==> src/rtcpt_pkg.sv <==
// Function
// Count value split into two byte registers
// Count write lands two slow ticks later
// Top value byte pair, resets all ones
// Top write lands two slow ticks later
// Match value byte pair, resets to zero
// Tick interval code selects power-of-two spacing
// Control bit 0 switches tick timer on
// Status bit 0 shows control sync pending
// Enable bit 0 gates tick interrupt
// Tick sets flag, write one clears
// Debug bit chooses halt or run
// Count reaching top wraps, sets flag
// Count equal match sets match flag
// Source select picks slow clock origin
// Shared byte latch gives atomic 16-bit access
// Counter advances per prescaled slow tick
package rtcpt_pkg;

  // Register indices; the APB byte address is four times the index.
  localparam logic [5:0] IDX_CTRL      = 6'h00;
  localparam logic [5:0] IDX_STATUS    = 6'h01;
  localparam logic [5:0] IDX_INTEN     = 6'h02;
  localparam logic [5:0] IDX_INTFLAG   = 6'h03;
  localparam logic [5:0] IDX_TEMP      = 6'h04;
  localparam logic [5:0] IDX_DBG       = 6'h05;
  localparam logic [5:0] IDX_SRC_SEL   = 6'h07;
  localparam logic [5:0] IDX_COUNT_L   = 6'h08;
  localparam logic [5:0] IDX_COUNT_H   = 6'h09;
  localparam logic [5:0] IDX_TOP_L     = 6'h0A;
  localparam logic [5:0] IDX_TOP_H     = 6'h0B;
  localparam logic [5:0] IDX_MATCH_L   = 6'h0C;
  localparam logic [5:0] IDX_MATCH_H   = 6'h0D;
  localparam logic [5:0] IDX_PIT_CTRL  = 6'h10;
  localparam logic [5:0] IDX_PIT_STAT  = 6'h11;
  localparam logic [5:0] IDX_PIT_IRQEN = 6'h12;
  localparam logic [5:0] IDX_PIT_FLAG  = 6'h13;
  localparam logic [5:0] IDX_PIT_DBG   = 6'h15;

  localparam logic [15:0] COUNT_RST = 16'h0000;
  localparam logic [15:0] TOP_RST   = 16'hFFFF;
  localparam logic [15:0] MATCH_RST = 16'h0000;
  localparam logic [7:0]  BYTE_RST  = 8'h00;

  // Slow-clock cycles from a write until it takes effect.
  localparam logic [1:0] SYNC_TICKS = 2'h2;
  // The 1.024 kHz source is the 32.768 kHz source divided by 32.
  localparam logic [4:0] DIV_1K_LAST = 5'h1F;

  localparam logic [3:0] PIT_CODE_OFF  = 4'h0;
  localparam logic [3:0] PIT_CODE_RSVD = 4'hF;

  localparam int FLAG_WRAP  = 0;
  localparam int FLAG_MATCH = 1;

  typedef enum logic [1:0] {
    SRC_32K  = 2'b00,
    SRC_1K   = 2'b01,
    SRC_RSVD = 2'b10,
    SRC_EXT  = 2'b11
  } rtcpt_src_t;

  // Byte layout: bits 6:3 code, bit 0 on.
  typedef struct packed {
    logic [3:0] code;
    logic       on;
  } rtcpt_ctrl_t;

  localparam rtcpt_ctrl_t CTRL_RST = '{code: 4'h0, on: 1'b0};

endpackage

==> src/rtcpt_top.sv <==
// Design decision made here: the APB interface to the registers.
`timescale 1ns/100ps

module rtcpt_sync_delay (
  input  wire logic pclk,
  input  wire logic presetn,
  input  wire logic start,
  input  wire logic slow_tick,
  output logic      busy,
  output logic      apply
);

  logic [1:0] left_q;

  always_ff @(posedge pclk or negedge presetn) begin
    if (!presetn) left_q <= 2'h0;
    else if (start) left_q <= rtcpt_pkg::SYNC_TICKS;
    else if (slow_tick && (left_q != 2'h0)) left_q <= left_q - 2'h1;
  end

  assign busy  = (left_q != 2'h0);
  assign apply = slow_tick && (left_q == 2'h1) && !start;

endmodule

module rtcpt_top (
  input  wire logic        pclk,
  input  wire logic        presetn,
  input  wire logic        psel,
  input  wire logic        penable,
  input  wire logic        pwrite,
  input  wire logic [7:0]  paddr,
  input  wire logic [31:0] pwdata,
  input  wire logic [3:0]  pstrb,
  output logic      [31:0] prdata,
  output logic             pready,
  output logic             pslverr,
  input  wire logic        osc32k_in,
  input  wire logic        ext_clk_in,
  input  wire logic        cpu_debug_halt,
  output logic             irq
);

  ////////////////////////////////////////////////////////////////////////////
  // Bus decode

  logic [5:0]  idx;
  logic        mapped;
  logic        acc;
  logic        wr;
  logic        rd;
  logic [7:0]  wbyte;
  logic [7:0]  rd_val;

  assign idx   = paddr[7:2];
  assign acc   = psel && penable && mapped;
  assign wr    = acc && pwrite && pstrb[0];
  // The latch is filled in the setup cycle, with the low byte, so a carry cannot split them.
  assign rd    = psel && !penable && !pwrite;
  assign wbyte = pwdata[7:0];

  always_comb begin
    case (idx)
      rtcpt_pkg::IDX_CTRL, rtcpt_pkg::IDX_STATUS, rtcpt_pkg::IDX_INTEN,
      rtcpt_pkg::IDX_INTFLAG, rtcpt_pkg::IDX_TEMP, rtcpt_pkg::IDX_DBG,
      rtcpt_pkg::IDX_SRC_SEL, rtcpt_pkg::IDX_COUNT_L, rtcpt_pkg::IDX_COUNT_H,
      rtcpt_pkg::IDX_TOP_L, rtcpt_pkg::IDX_TOP_H, rtcpt_pkg::IDX_MATCH_L,
      rtcpt_pkg::IDX_MATCH_H, rtcpt_pkg::IDX_PIT_CTRL, rtcpt_pkg::IDX_PIT_STAT,
      rtcpt_pkg::IDX_PIT_IRQEN, rtcpt_pkg::IDX_PIT_FLAG,
      rtcpt_pkg::IDX_PIT_DBG: mapped = 1'b1;
      default:                mapped = 1'b0;
    endcase
  end

  assign pready  = 1'b1;
  assign pslverr = psel && penable && !mapped;

  ////////////////////////////////////////////////////////////////////////////
  // Registers

  rtcpt_pkg::rtcpt_ctrl_t ctrl_sw_q;
  rtcpt_pkg::rtcpt_ctrl_t ctrl_act_q;
  rtcpt_pkg::rtcpt_ctrl_t pit_sw_q;
  rtcpt_pkg::rtcpt_ctrl_t pit_act_q;
  rtcpt_pkg::rtcpt_src_t  slow_clock_source_q;
  logic        keep_running_when_halted_q;
  logic        pit_keep_running_q;
  logic [1:0]  inten_q;
  logic [1:0]  flags_q;
  logic        tick_irq_en_q;
  logic        tick_irq_q;
  logic [7:0]  temp_q;
  logic [15:0] count_value_q;
  logic [15:0] count_pend_q;
  logic [15:0] top_sw_q;
  logic [15:0] top_act_q;
  logic [15:0] match_sw_q;
  logic [15:0] match_act_q;
  logic [31:0] prdata_q;
  logic ctrl_busy;
  logic ctrl_apply;
  logic count_sync_pending;
  logic count_apply;
  logic top_sync_pending;
  logic top_apply;
  logic match_busy;
  logic match_apply;
  logic tick_ctrl_sync_pending;
  logic pit_apply;
  logic wr_ctrl;
  logic wr_count_h;
  logic wr_top_h;
  logic wr_match_h;
  logic wr_pit;

  assign wr_ctrl    = wr && (idx == rtcpt_pkg::IDX_CTRL);
  assign wr_count_h = wr && (idx == rtcpt_pkg::IDX_COUNT_H);
  assign wr_top_h   = wr && (idx == rtcpt_pkg::IDX_TOP_H);
  assign wr_match_h = wr && (idx == rtcpt_pkg::IDX_MATCH_H);
  assign wr_pit     = wr && (idx == rtcpt_pkg::IDX_PIT_CTRL);

  always_ff @(posedge pclk or negedge presetn) begin
    if (!presetn) begin
      ctrl_sw_q                  <= rtcpt_pkg::CTRL_RST;
      pit_sw_q                   <= rtcpt_pkg::CTRL_RST;
      slow_clock_source_q        <= rtcpt_pkg::SRC_32K;
      keep_running_when_halted_q <= 1'b0;
      pit_keep_running_q         <= 1'b0;
      inten_q                    <= 2'h0;
      tick_irq_en_q              <= 1'b0;
    end else if (wr) begin
      case (idx)
        rtcpt_pkg::IDX_CTRL:      ctrl_sw_q <= '{code: wbyte[6:3], on: wbyte[0]};
        // tick timer switch
        rtcpt_pkg::IDX_PIT_CTRL:  pit_sw_q <= '{code: wbyte[6:3], on: wbyte[0]};
        // source select
        rtcpt_pkg::IDX_SRC_SEL:   slow_clock_source_q <= rtcpt_pkg::rtcpt_src_t'(wbyte[1:0]);
        rtcpt_pkg::IDX_DBG:       keep_running_when_halted_q <= wbyte[0];
        rtcpt_pkg::IDX_PIT_DBG:   pit_keep_running_q <= wbyte[0];
        rtcpt_pkg::IDX_INTEN:     inten_q <= wbyte[1:0];
        rtcpt_pkg::IDX_PIT_IRQEN: tick_irq_en_q <= wbyte[0];
        default: ;
      endcase
    end
  end

  // shared byte latch
  always_ff @(posedge pclk or negedge presetn) begin
    if (!presetn) begin
      temp_q <= rtcpt_pkg::BYTE_RST;
    end else if (wr && ((idx == rtcpt_pkg::IDX_TEMP) || (idx == rtcpt_pkg::IDX_COUNT_L) ||
                        (idx == rtcpt_pkg::IDX_TOP_L) || (idx == rtcpt_pkg::IDX_MATCH_L))) begin
      temp_q <= wbyte;
    end else if (rd) begin
      case (idx)
        rtcpt_pkg::IDX_COUNT_L: temp_q <= count_value_q[15:8];
        rtcpt_pkg::IDX_TOP_L:   temp_q <= top_sw_q[15:8];
        rtcpt_pkg::IDX_MATCH_L: temp_q <= match_sw_q[15:8];
        default: ;
      endcase
    end
  end

  // count byte pair
  always_ff @(posedge pclk or negedge presetn) begin
    if (!presetn) begin
      count_pend_q <= rtcpt_pkg::COUNT_RST;
    end else if (wr_count_h) begin
      count_pend_q <= {wbyte, temp_q};
    end
  end

  // top byte pair
  // match byte pair
  always_ff @(posedge pclk or negedge presetn) begin
    if (!presetn) begin
      top_sw_q   <= rtcpt_pkg::TOP_RST;
      match_sw_q <= rtcpt_pkg::MATCH_RST;
    end else begin
      if (wr_top_h) top_sw_q <= {wbyte, temp_q};
      if (wr_match_h) match_sw_q <= {wbyte, temp_q};
    end
  end

  ////////////////////////////////////////////////////////////////////////////
  // Slow clock

  logic       osc_prev_q;
  logic       ext_prev_q;
  logic [4:0] div1k_q;
  logic       osc_rise;
  logic       ext_rise;
  logic       slow_tick;

  assign osc_rise = osc32k_in && !osc_prev_q;
  assign ext_rise = ext_clk_in && !ext_prev_q;

  always_ff @(posedge pclk or negedge presetn) begin
    if (!presetn) begin
      osc_prev_q <= 1'b0;
      ext_prev_q <= 1'b0;
      div1k_q    <= 5'h00;
    end else begin
      osc_prev_q <= osc32k_in;
      ext_prev_q <= ext_clk_in;
      if (osc_rise) div1k_q <= div1k_q + 5'h01;
    end
  end

  // source select
  always_comb begin
    case (slow_clock_source_q)
      rtcpt_pkg::SRC_32K: slow_tick = osc_rise;
      rtcpt_pkg::SRC_1K:  slow_tick = osc_rise && (div1k_q == rtcpt_pkg::DIV_1K_LAST);
      rtcpt_pkg::SRC_EXT: slow_tick = ext_rise;
      default:            slow_tick = 1'b0;
    endcase
  end

  ////////////////////////////////////////////////////////////////////////////
  // Synchronisation into the slow domain

  rtcpt_sync_delay u_sync_ctrl (
    .pclk(pclk), .presetn(presetn), .start(wr_ctrl), .slow_tick(slow_tick),
    .busy(ctrl_busy), .apply(ctrl_apply)
  );
  // count sync delay
  rtcpt_sync_delay u_sync_count (
    .pclk(pclk), .presetn(presetn), .start(wr_count_h), .slow_tick(slow_tick),
    .busy(count_sync_pending), .apply(count_apply)
  );
  // top sync delay
  rtcpt_sync_delay u_sync_top (
    .pclk(pclk), .presetn(presetn), .start(wr_top_h), .slow_tick(slow_tick),
    .busy(top_sync_pending), .apply(top_apply)
  );
  rtcpt_sync_delay u_sync_match (
    .pclk(pclk), .presetn(presetn), .start(wr_match_h), .slow_tick(slow_tick),
    .busy(match_busy), .apply(match_apply)
  );
  // control sync pending
  rtcpt_sync_delay u_sync_pit (
    .pclk(pclk), .presetn(presetn), .start(wr_pit), .slow_tick(slow_tick),
    .busy(tick_ctrl_sync_pending), .apply(pit_apply)
  );

  always_ff @(posedge pclk or negedge presetn) begin
    if (!presetn) begin
      ctrl_act_q  <= rtcpt_pkg::CTRL_RST;
      pit_act_q   <= rtcpt_pkg::CTRL_RST;
      top_act_q   <= rtcpt_pkg::TOP_RST;
      match_act_q <= rtcpt_pkg::MATCH_RST;
    end else begin
      if (ctrl_apply) ctrl_act_q <= ctrl_sw_q;
      if (pit_apply) pit_act_q <= pit_sw_q;
      if (top_apply) top_act_q <= top_sw_q;
      if (match_apply) match_act_q <= match_sw_q;
    end
  end

  ////////////////////////////////////////////////////////////////////////////
  // Real-time counter

  logic [14:0] presc_q;
  logic [14:0] presc_mask;
  logic        rtc_run;
  logic        count_tick;
  logic        wrap_set;
  logic        match_set;

  // debug halt choice
  assign rtc_run    = ctrl_act_q.on && (keep_running_when_halted_q || !cpu_debug_halt);
  assign presc_mask = 15'((16'h0001 << ctrl_act_q.code) - 16'h0001);
  // prescaled advance
  assign count_tick = rtc_run && slow_tick && ((presc_q & presc_mask) == presc_mask);
  // wrap at top
  assign wrap_set   = count_tick && !count_apply && (count_value_q == top_act_q);
  // match detect
  assign match_set  = count_tick && !count_apply && (count_value_q == match_act_q);

  // The prescaler restarts from zero whenever the counter is switched off; during a debug halt with the debug bit clear it holds its value.
  always_ff @(posedge pclk or negedge presetn) begin
    if (!presetn) begin
      presc_q <= 15'h0000;
    end else if (!ctrl_act_q.on) begin
      presc_q <= 15'h0000;
    end else if (rtc_run && slow_tick) begin
      presc_q <= presc_q + 15'h0001;
    end
  end

  always_ff @(posedge pclk or negedge presetn) begin
    if (!presetn) begin
      count_value_q <= rtcpt_pkg::COUNT_RST;
    end else if (count_apply) begin
      count_value_q <= count_pend_q;
    end else if (count_tick) begin
      count_value_q <= (count_value_q == top_act_q) ? 16'h0000 : count_value_q + 16'h0001;
    end
  end

  ////////////////////////////////////////////////////////////////////////////
  // Periodic tick timer

  logic [14:0] pit_count_q;
  logic [14:0] pit_mask;
  logic        pit_run;
  logic        pit_hit;

  // debug halt choice
  assign pit_run  = pit_act_q.on && (pit_keep_running_q || !cpu_debug_halt);
  assign pit_mask = 15'((16'h0002 << pit_act_q.code) - 16'h0001);
  // interval select
  assign pit_hit  = pit_run && slow_tick && (pit_act_q.code != rtcpt_pkg::PIT_CODE_OFF) &&
                    (pit_act_q.code != rtcpt_pkg::PIT_CODE_RSVD) &&
                    ((pit_count_q & pit_mask) == pit_mask);

  // undivided tick count
  always_ff @(posedge pclk or negedge presetn) begin
    if (!presetn) pit_count_q <= 15'h0000;
    else if (!pit_act_q.on) pit_count_q <= 15'h0000;
    else if (pit_run && slow_tick) pit_count_q <= pit_count_q + 15'h0001;
  end

  ////////////////////////////////////////////////////////////////////////////
  // Flags and interrupt

  logic [1:0] flag_clr;
  logic       tick_clr;

  assign flag_clr = (wr && (idx == rtcpt_pkg::IDX_INTFLAG)) ? wbyte[1:0] : 2'h0;
  assign tick_clr = wr && (idx == rtcpt_pkg::IDX_PIT_FLAG) && wbyte[0];

  // A set in the same cycle as a clear wins, so no event is lost.
  always_ff @(posedge pclk or negedge presetn) begin
    if (!presetn) begin
      flags_q    <= 2'h0;
      tick_irq_q <= 1'b0;
    end else begin
      // wrap flag
      flags_q[rtcpt_pkg::FLAG_WRAP]  <= wrap_set || (flags_q[rtcpt_pkg::FLAG_WRAP] &&
                                                     !flag_clr[rtcpt_pkg::FLAG_WRAP]);
      // match flag
      flags_q[rtcpt_pkg::FLAG_MATCH] <= match_set || (flags_q[rtcpt_pkg::FLAG_MATCH] &&
                                                      !flag_clr[rtcpt_pkg::FLAG_MATCH]);
      // tick flag
      tick_irq_q <= pit_hit || (tick_irq_q && !tick_clr);
    end
  end

  // tick interrupt gate
  assign irq = (|(flags_q & inten_q)) || (tick_irq_q && tick_irq_en_q);

  ////////////////////////////////////////////////////////////////////////////
  // Read data

  always_comb begin
    case (idx)
      rtcpt_pkg::IDX_CTRL:      rd_val = {1'b0, ctrl_sw_q.code, 2'b00, ctrl_sw_q.on};
      rtcpt_pkg::IDX_STATUS:    rd_val = {4'h0, match_busy, top_sync_pending,
                                          count_sync_pending, ctrl_busy};
      rtcpt_pkg::IDX_INTEN:     rd_val = {6'h00, inten_q};
      rtcpt_pkg::IDX_INTFLAG:   rd_val = {6'h00, flags_q};
      rtcpt_pkg::IDX_TEMP:      rd_val = temp_q;
      rtcpt_pkg::IDX_DBG:       rd_val = {7'h00, keep_running_when_halted_q};
      rtcpt_pkg::IDX_SRC_SEL:   rd_val = {6'h00, slow_clock_source_q};
      rtcpt_pkg::IDX_COUNT_L:   rd_val = count_value_q[7:0];
      rtcpt_pkg::IDX_TOP_L:     rd_val = top_sw_q[7:0];
      rtcpt_pkg::IDX_MATCH_L:   rd_val = match_sw_q[7:0];
      // high byte from latch
      rtcpt_pkg::IDX_COUNT_H,
      rtcpt_pkg::IDX_TOP_H,
      rtcpt_pkg::IDX_MATCH_H:   rd_val = temp_q;
      rtcpt_pkg::IDX_PIT_CTRL:  rd_val = {1'b0, pit_sw_q.code, 2'b00, pit_sw_q.on};
      // control sync pending
      rtcpt_pkg::IDX_PIT_STAT:  rd_val = {7'h00, tick_ctrl_sync_pending};
      rtcpt_pkg::IDX_PIT_IRQEN: rd_val = {7'h00, tick_irq_en_q};
      rtcpt_pkg::IDX_PIT_FLAG:  rd_val = {7'h00, tick_irq_q};
      rtcpt_pkg::IDX_PIT_DBG:   rd_val = {7'h00, pit_keep_running_q};
      default:                  rd_val = 8'h00;
    endcase
  end

  // Read data is captured in the setup cycle so that the access cycle can answer at once.
  always_ff @(posedge pclk or negedge presetn) begin
    if (!presetn) begin
      prdata_q <= 32'h0000_0000;
    end else if (psel && !penable) begin
      prdata_q <= {24'h00_0000, rd_val};
    end
  end

  assign prdata = prdata_q;

endmodule

==> config.mk <==
export PLATFORM = sky130hd
export DESIGN_NAME = rtcpt_top
export DESIGN_NICKNAME = d
export VERILOG_FILES = /design/src/rtcpt_pkg.sv /design/src/rtcpt_top.sv
export SDC_FILE = /design/constraint.sdc
export NUM_CORES = 1
export LEC_CHECK = 0
export BUFFER_PORTS_ARGS = -buffer_cell sky130_fd_sc_hd__buf_2
export CAP_MARGIN = 20
export CELL_PAD_IN_SITES_DETAIL_PLACEMENT = 2
export CELL_PAD_IN_SITES_GLOBAL_PLACEMENT = 2
export CORE_ASPECT_RATIO = 2
export CORE_UTILIZATION = 36
export CTS_CLUSTER_SIZE = 20
export DETAILED_ROUTE_END_ITERATION = 6
export GPL_ROUTABILITY_DRIVEN = 0
export PLACE_DENSITY_LB_ADDON = 0.1
export RECOVER_POWER = 100
export SLEW_MARGIN = 10
export SYNTH_ARGS = -nofsm -noshare
export SYNTH_HDL_FRONTEND = slang
export SYNTH_SLANG_ARGS = --single-unit
==> constraint.sdc <==
create_clock -name pclk -period 3 [get_ports pclk]
set_input_delay 0.6 -clock pclk [delete_from_list [all_inputs] [get_ports pclk]]
set_output_delay 0.6 -clock pclk [all_outputs]
set_load 0.02 [all_outputs]
# Word-level counts from Yosys, hierarchy flattened
# Memories as Yosys holds them, arrays and structs flattened.
# Cells that the tools add are included.
dict set report word_totals {
  ff_bits 189
  rom_bits 32
  inputBits 52
  output_inout_bits 35
  word_cells 205
  mem_count 1
}
# name depth word_bits rd rd_clocked_by_memory_dff wr line_no
set memory_table {}
lappend memory_table {{(name not given)} 32 1 1 0 0 rtcpt_top.sv:63} ;# case (idx)
dict set report classes {
  n_addsub 11
  eq_ne 32
  shift 2
  muxes 24
  bitwise 3
  n_reduce_logical 99
}
# cell n
set op_table {}
lappend op_table {{8-bit case mux with 15 select lines} 1}
lappend op_table {{15-bit two-way mux} 4}
lappend op_table {{1-bit logical AND} 49}
lappend op_table {{16-bit two-way mux} 3}
lappend op_table {{6-bit by 4-bit == test with 1-bit output (second input constant)} 6}
lappend op_table {{16-bit == test} 2}
lappend op_table {{15-bit by 1-bit adder with 15-bit output (second input constant)} 2}
lappend op_table {{15-bit AND} 2}
lappend op_table {{15-bit == test} 2}
lappend op_table {{6-bit by 5-bit == test with 1-bit output (second input constant)} 5}
lappend op_table {{15-bit by 1-bit subtractor with 15-bit output (second input constant)} 2}
lappend op_table {{8-bit case mux with 3 select lines} 1}
lappend op_table {{2-bit nonzero test} 12}
lappend op_table {{2-bit two-way mux} 11}
lappend op_table {{6-bit by 3-bit == test with 1-bit output (second input constant)} 3}
lappend op_table {{16-bit by 1-bit adder with 16-bit output (second input constant)} 1}
lappend op_table {{8-bit two-way mux} 2}
lappend op_table {{2-bit AND reduction} 8}
lappend op_table {{1-bit zero test} 15}
lappend op_table {{1-bit by 4-bit << shifter with 15-bit output (first input constant)} 1}
lappend op_table {{2-bit by 4-bit << shifter with 15-bit output (first input constant)} 1}
lappend op_table {{2-bit by 1-bit == test with 1-bit output (second input constant)} 6}
lappend op_table {{6-bit by 2-bit == test with 1-bit output (second input constant)} 2}
lappend op_table {{2-bit by 1-bit subtractor with 2-bit output (second input constant)} 5}
lappend op_table {{other kinds (15)} 25}

# Depth between registers and ports, before layout
# Gate-level depths: netlist of the first run.
# An unclocked memory read counts as a cell.
dict set report logic_depth {
  ltp_word 12
  ltp_mapped 12
  mapped_depth_nobuf 9
}

# By module
# From an unflattened synthesis of the first run, not the netlist that was laid out.
dict set report hier_totals {
  hier_cells 1001
  area_unflattened_um2 10273.6
}
# mod n_inst cells_per_inst area_per_inst_um2 seq_area_each_um2
set by_module_without_submodules {}
lappend by_module_without_submodules {rtcpt_top 1 921 9529.1 4519.3}
lappend by_module_without_submodules {rtcpt_sync_delay 5 16 148.9 50.0}

# Worst setup path after synthesis of the first run
# Ideal clock, no wire load.
dict set report synth_path {
  path_type {reg-to-reg}
  from {register ctrl_act_q[4] in the netlist's numbering}
  to {register count_value_q[12]}
  setup_time_ns 0.126
  arrival_time_ns 2.863
  t_required_ns 2.874
  path_slack_ns 0.011
  stages_incl_launch_ff 11
  path_buffers 2
  period_less_slack_ns 2.989
  path_cell_list {dfrtp_1 > or4_4 > ha_1 > buf_2 > and3b_1 > o21ai_0 > o2111ai_1 > or3_1 > clkbuf_1 > o311a_1 > a221o_1}
}
dict set report synth_between {
  elab_chain_cells 6
}
# item line_no
set synth_rtl {}
lappend synth_rtl {{start: declaration} rtcpt_top.sv:82} ;# rtcpt_pkg::rtcpt_ctrl_t ctrl_act_q;
lappend synth_rtl {{start signal: assignment} rtcpt_top.sv:249} ;# ctrl_act_q <= rtcpt_pkg::CTRL_RST;
lappend synth_rtl {{start signal: assignment} rtcpt_top.sv:254} ;# if (ctrl_apply) ctrl_act_q <= ctrl_sw_q;
lappend synth_rtl {{1-bit by 4-bit << shifter with 15-bit output (*)} rtcpt_top.sv:273} ;# assign presc_mask = 15'((16'h0001 << ctrl_act_q.code) - 16'h0001);
lappend synth_rtl {{15-bit by 1-bit subtractor with 15-bit output (*)} rtcpt_top.sv:273}
lappend synth_rtl {{15-bit AND} rtcpt_top.sv:275} ;# assign count_tick = rtc_run && slow_tick && ((presc_q & presc_mask) == presc_mask);
lappend synth_rtl {{15-bit == test (*)} rtcpt_top.sv:275}
lappend synth_rtl {{1-bit logical AND (*)} rtcpt_top.sv:275}
lappend synth_rtl {{2-bit nonzero test (no source line) (*)} -}
lappend synth_rtl {{end signal: assignment} rtcpt_top.sv:294} ;# count_value_q <= rtcpt_pkg::COUNT_RST;
lappend synth_rtl {{end signal: assignment} rtcpt_top.sv:296} ;# count_value_q <= count_pend_q;
lappend synth_rtl {{end signal: assignment} rtcpt_top.sv:298} ;# count_value_q <= (count_value_q == top_act_q) ? 16'h0000 : count_value_q + 16'h0001;
lappend synth_rtl {{end: declaration} rtcpt_top.sv:93} ;# logic [15:0] count_value_q;
# Mark *: on every way between the ends. The rest lies on a longest branch, timed or not.
# A chain may end at the register's enable or synchronous reset.

# Worst setup path after layout of the first run
dict set report layout_path {
  from {register ctrl_act_q[3] in the netlist's numbering}
  to {register count_value_q[12]}
}
# The elaborated chain is that of the path after synthesis.

==> results of run 1 <==
==> power breakdown <==
group	internal [mW]	leakage, nW	switching, mW
clock network	1.31	0.293	1.08
registers	2.70	2.48	0.160
logic	0.372	2.31	0.545
total	4.38	5.08	1.79
==> per-stage QoR <==
step / setup slack (ps) / setup TNS (ps) / instance area, um^2 / total power, mW
6_report: 82.3 / 0 / 11600 / 6.17
5_1_grt: -4.44 / -8.92 / 11600 / 6.45
4_1_cts: 22.5 / 0 / 11800 / 6.29
3_5_place_dp: -337 / -3430 / 11100 / 3.85
3_3_place_gp: -328 / -3100 / 11100 / 3.80
2_1_floorplan: 11.1 / 0 / 10400 / 3.46
==> cell usage in the layout, fill, tap and decap left out, types with 22 or more instances in the layout <==
cell      Yosys  routed
xor2_1       27      27
clkbuf_1     33      30
nand2_1      73      73
dfstp_2      32      32
inv_1        30      30
nand4_1      25      25
mux2_2      108     106
nor2_1       63      63
conb_1        2      25
dfrtp_1     157     157
a21oi_1      22      22
buf_4        26      45
xnor2_1      40      40
==> final cells by class <==
class | count | area share (%)
clock buffer | 22 | 4.09
tap | 356 | 3.84
sequential | 189 | 41.1
timing repair buffer | 105 | 5.60
multi-input combinational | 682 | 43.3
clock inverter | 10 | 1.10
inverter | 30 | 0.971
==> critical path, cell delays in order, from the launching register on <==
cell and delay [ps]:
dfrtp_1 380, or4_4 570, ha_4 280, o21ai_1 70, a311o_1 340, or3_4 440, buf_6 160, o311a_1 300
a221o_1 270
==> layer usage <==
metal	global-route usage [%]	vias up	part of all wire, %
li1	-	3546	-
met1	24.8	4131	34
met2	49.0	152	56
met3	3.57	81	2.2
met4	19.5	0	8.1
met5	0	-	0
==> Yosys cell counts, drive strengths merged, types with 14 or more instances <==
library cell / number
a21oi: 22
a221o: 15
and2: 25
buf: 51
clkbuf: 34
dfrtp: 157
dfstp: 32
ha: 17
inv: 30
mux2: 108
nand2: 73
nand3: 14
nand4: 25
nor2: 64
o21ai: 20
o311ai: 15
xnor2: 40
xor2: 27
==> what timing repair did <==
item / in CTS / in global routing
endpoints found under the setup margin: 15 / 7
gates resized for setup: 6 / 9
pin swaps: 2 / 4
==> how the worst min path moves through the flow <==
stage	from	end	slack (ps)	depth (start not counted)
finish	ext_clk_in	ext_prev_q	280	1
global route	ext_clk_in	ext_prev_q	260	1
CTS	presetn	pit_count_q[7]	160	1
detailed placement	prdata[4]	prdata[4]	460	1
global placement	prdata[6]	prdata[6]	460	1
floorplan	presetn	count_pend_q[0]	300	0
==> cells by family after synthesis <==
group | Yosys count | synth area share, %
AO/OA/AOI/OAI | 168 | 12.5
XOR/XNOR | 67 | 5.72
adder cells (fa/ha/maj) | 17 | 2.07
buffers and inverters | 115 | 5.47
flip-flops | 189 | 46.5
multiplexers | 110 | 12.0
other | 2 | 0.0731
AND/OR/NAND/NOR | 295 | 15.7
==> sequential cells by signal (all words and copies together) (netlist names), 15 cells and up <==
register / flops
count_pend_q: 16
count_value_q: 16
match_act_q: 16
match_sw_q: 16
top_act_q: 16
top_sw_q: 16
pit_count_q: 15
presc_q: 15
==> impl_metrics.ini, run 1 <==
[outcome]
status = finished with violations
violations = max-capacitance violations, max-slew violations

[synth]
syn_area_per_cell_um2 = 10.7
ys_ff_latch = 189
syn_inst = 963
ys_types = 80
synth_top_cell_area_share_pct = 38.3
yosysWarnings = 0
synth.largest_area_cell = dfrtp_1
synth_edf_count = 0
syn_area_um2 = 10300
synth-main-ff-cell = dfrtp_1
async_flop_share_pct = 100
synth_area_leaders = dfrtp_1 (38%), mux2_2 (12%), dfstp_2 (8.2%), xnor2_1 (3.4%), nand2_1 (2.7%)
seq_area_frac_synth_pct = 46.5

[die]
die_x_um = 121
boundaryPins = 87
std_cell_rows = 87
die_y_um = 241
fp.coreArea_um2 = 28100
dieArea_um2 = 29200
start_util_pct = 36.6

[min_path]
worstHoldPathType = primary input to flop

[detailed_routing]
drc_errors = 0
route.vias.total = 7910
dr.pass1.iters = 4
ant_nets = 0
via_per_inst = 5.67
drt_iter0_drc = 406
routed_wl_mm = 35.5
wl_per_cell_um = 25.5

[job]
cap_violations = 1

[placed_design]
io_buffers = 32
dp_hpwl_mm = 27.3
dpl.cell_count = 1362

[cts]
ctsHoldBuffers = 0
cts_buffer_depth = 2
cts_sinks = 189
cts_max_level = 4
numCtsBuffers = 17
cts_root_buffer = clkbuf_16
clock_latency_ps = 460
postCtsSetupRepairBufs = 0
cts_tree = built
clk_pin_slew_ps = 70

[layout]
multi_input_area_um2 = 5020
fillers = 3000
post-route-util_pct = 41.3
area_growth_pct = 13.0
n_antenna_cell = 0
drive_above_1_share_pct = 25.4
regArea_um2 = 4770
final_cells = 1394
nets = 1094

[worst_setup_path]
cp.arrival_ps = 3260
worstSetupPathType = flop to flop
rr_startpoint = ctrl_act_q[3]
critPathCapture = count_value_q[12]
cp.required_ps = 3340
crit_path_start_kind = flop
crit_fanout = 8
cp-end-kind = flop
ff2ff_path_depth = 8
regToRegSetupSlack_ps = 80
cp-startpoint = ctrl_act_q[3]
r2r-end = count_value_q[12]

[sta]
period_minus_slack_ps = 2920
whs_ps = 280
tightest_slew_ps = 1910
setup_violations = 0
drv_slew = 70
hold_viol = 0
maxSlewHeadroom_pct = -27.7
clock.fmax_mhz = 343
period_share_pct = 97.3
clock_skew_ps = 9.17

[global_routing]
gr-usage-all-layers_pct = 25.9
overflow = 0
grt_pass1_vias = 9036
grt_max_degree = 71
grt_pass1_wl_mm = 54.5
antenna_found_initial = 0

[power_and_ir_drop]
power_density_nw_per_um2 = 532
ir_drop_mv = 0.380
leakagePower_nw = 5.08
No activity file was read; power rests on OpenSTA's default activity.
==> run 2: changes to the inputs <==
Settings changed: CORE_UTILIZATION 36 to 43.
Clock period 3 ns to 3.6 ns, I/O delays scaled along.
==> impl_metrics.ini, run 2 (synthesis results as in run 1) <==
[min_path]
hp-start = ext_clk_in
min_path_cells = 1
holdPathEnd = ext_prev_q
worstHoldPathType = primary input to flop

[sta]
clock_skew_ps = 9.55
fin_setup_tns_ps = 0
hold_viol = 0
setup_violations = 0
drv_slew = 95
period_minus_slack_ps = 3430
setup_ws_ps = 170
period_share_pct = 95.3
tightest_slew_ps = 2560
maxSlewHeadroom_pct = -70.7
rsz0062_at_grt = no
clock.fmax_mhz = 292
whs_ps = 388

[global_routing]
gr-usage-all-layers_pct = 30.1
grt_pass1_wl_mm = 54.2
overflow = 0
grt_pass1_vias = 8983
grt_max_degree = 96
antenna_found_initial = 0

[placed_design]
place_ws_ps = 90.5
io_buffers = 32
dp_hpwl_mm = 25.9

[die]
die_x_um = 111
std_cell_rows = 79
start_util_pct = 44.0
dieArea_um2 = 24500
die_y_um = 221
boundaryPins = 87
fp.coreArea_um2 = 23300

[power_and_ir_drop]
power_density_nw_per_um2 = 452
ir_drop_mv = 0.366
report.power.total_mw = 5.11
leakagePower_nw = 4.95

[cts]
clk_pin_slew_ps = 70
ctsHoldBuffers = 0
cts_sinks = 189
cts_max_level = 4
numCtsBuffers = 17
cts_tree = built
cts_buffer_depth = 2
cts_root_buffer = clkbuf_16
postCtsSetupRepairBufs = 0
clock_latency_ps = 460

[worst_setup_path]
rr_startpoint = ctrl_act_q[4]
cp_slowest_cell = clkbuf_1
critPathMaxStageDelay_ps = 870
path_delay_family = simple AND/OR/NAND/NOR gates
ff2ff_path_depth = 9
cp.required_ps = 3940
r2r-end = count_value_q[15]
worstSetupPathType = primary input to flop
crit_path_start_kind = primary input
regToRegSetupSlack_ps = 250
critPathBufInv = 2
cp-end-kind = flop
crit_fanout = 17
cp-startpoint = paddr[2]
path_cells = clkbuf_1 > or4_1 > nor2_1 > clkbuf_1 > nor2_1 > nand2_1 > a21oi_1 > a221o_1
cp.arrival_ps = 3770

[detailed_routing]
route.vias.total = 7961
drt_iter0_drc = 407
dr.pass1.iters = 7
routed_wl_mm = 34.6
ant_nets = 0
wl_per_cell_um = 26.7
drc_errors = 6
via_per_inst = 6.14

[job]
cap_violations = 1

[layout]
drive_above_1_share_pct = 23.5
n_antenna_cell = 0
layout_common_cells = dfrtp_1 (157), mux2_2 (105), nand2_1 (73)
final_common_cell = dfrtp_1
area_growth_pct = 10.1
nets = 1069

[outcome]
status = finished with violations
violations = design-rule violations, max-capacitance violations, max-slew violations
run 2: cell types whose count changed in the layout (fill, tap and decap cells not counted), moves of 3 or more:
| cell | delta |
|---|---|
| buf_4 | -17 |
| o311ai_1 | -4 |
| o21ai_0 | +3 |
| o21ai_1 | -3 |
| o311ai_0 | +5 |
run 2: routing by layer:
layer	routed length, um	vias up	track usage (%)
met5	0	-	0
met4	2820	0	23.5
met3	836	105	3.75
met2	19500	195	58.2
met1	11500	4158	28.4
li1	-	3503	-
run 2: cell type report:
| type | instances | area, um^2 |
|---|---|---|
| clock buffers | 22 | 464 |
| flip-flops and latches | 189 | 4770 |
| clock inverters | 10 | 138 |
| inverters | 30 | 113 |
| multi-input cells | 682 | 5000 |
| well taps | 283 | 354 |
| fillers | 2417 | 12000 |
| repair buffers | 80 | 460 |
run 2: report_power, final:
| group | leakage, nW | internal (mW) | switching (mW) | total [mW] |
|---|---|---|---|---|
| combinational | 2.19 | 0.296 | 0.463 | 0.758 |
| sequential | 2.48 | 2.25 | 0.132 | 2.38 |
| clock | 0.290 | 1.13 | 0.842 | 1.97 |
| total | 4.95 | 3.68 | 1.44 | 5.11 |
run 2: stage by stage:
stage / cell area (um^2) / std cells / util, %
after floorplan: 10400 / 986 / -
after global placement: 10800 / 1263 / 46.4
after detailed placement: 10800 / 1263 / 46.4
after CTS: 11400 / 1295 / 49.0
after global routing: 11300 / 1296 / 48.5
final: 11300 / 1296 / 48.5
run 2: worst max-delay path by stage:
stage                   endpoint  depth (start not counted)
3_5_place_dp   count_value_q[12]                          8
6_report               temp_q[2]                          8
3_3_place_gp   count_value_q[12]                          8
2_1_floorplan  count_value_q[12]                         10
4_1_cts         count_value_q[0]                          8
5_1_grt        count_value_q[13]                          9
run 2: what timing repair did:
action                     4_1_cts  5_1_grt
hold endpoints to repair         0        0
gates resized for setup          0        2
setup endpoints to repair        0        7
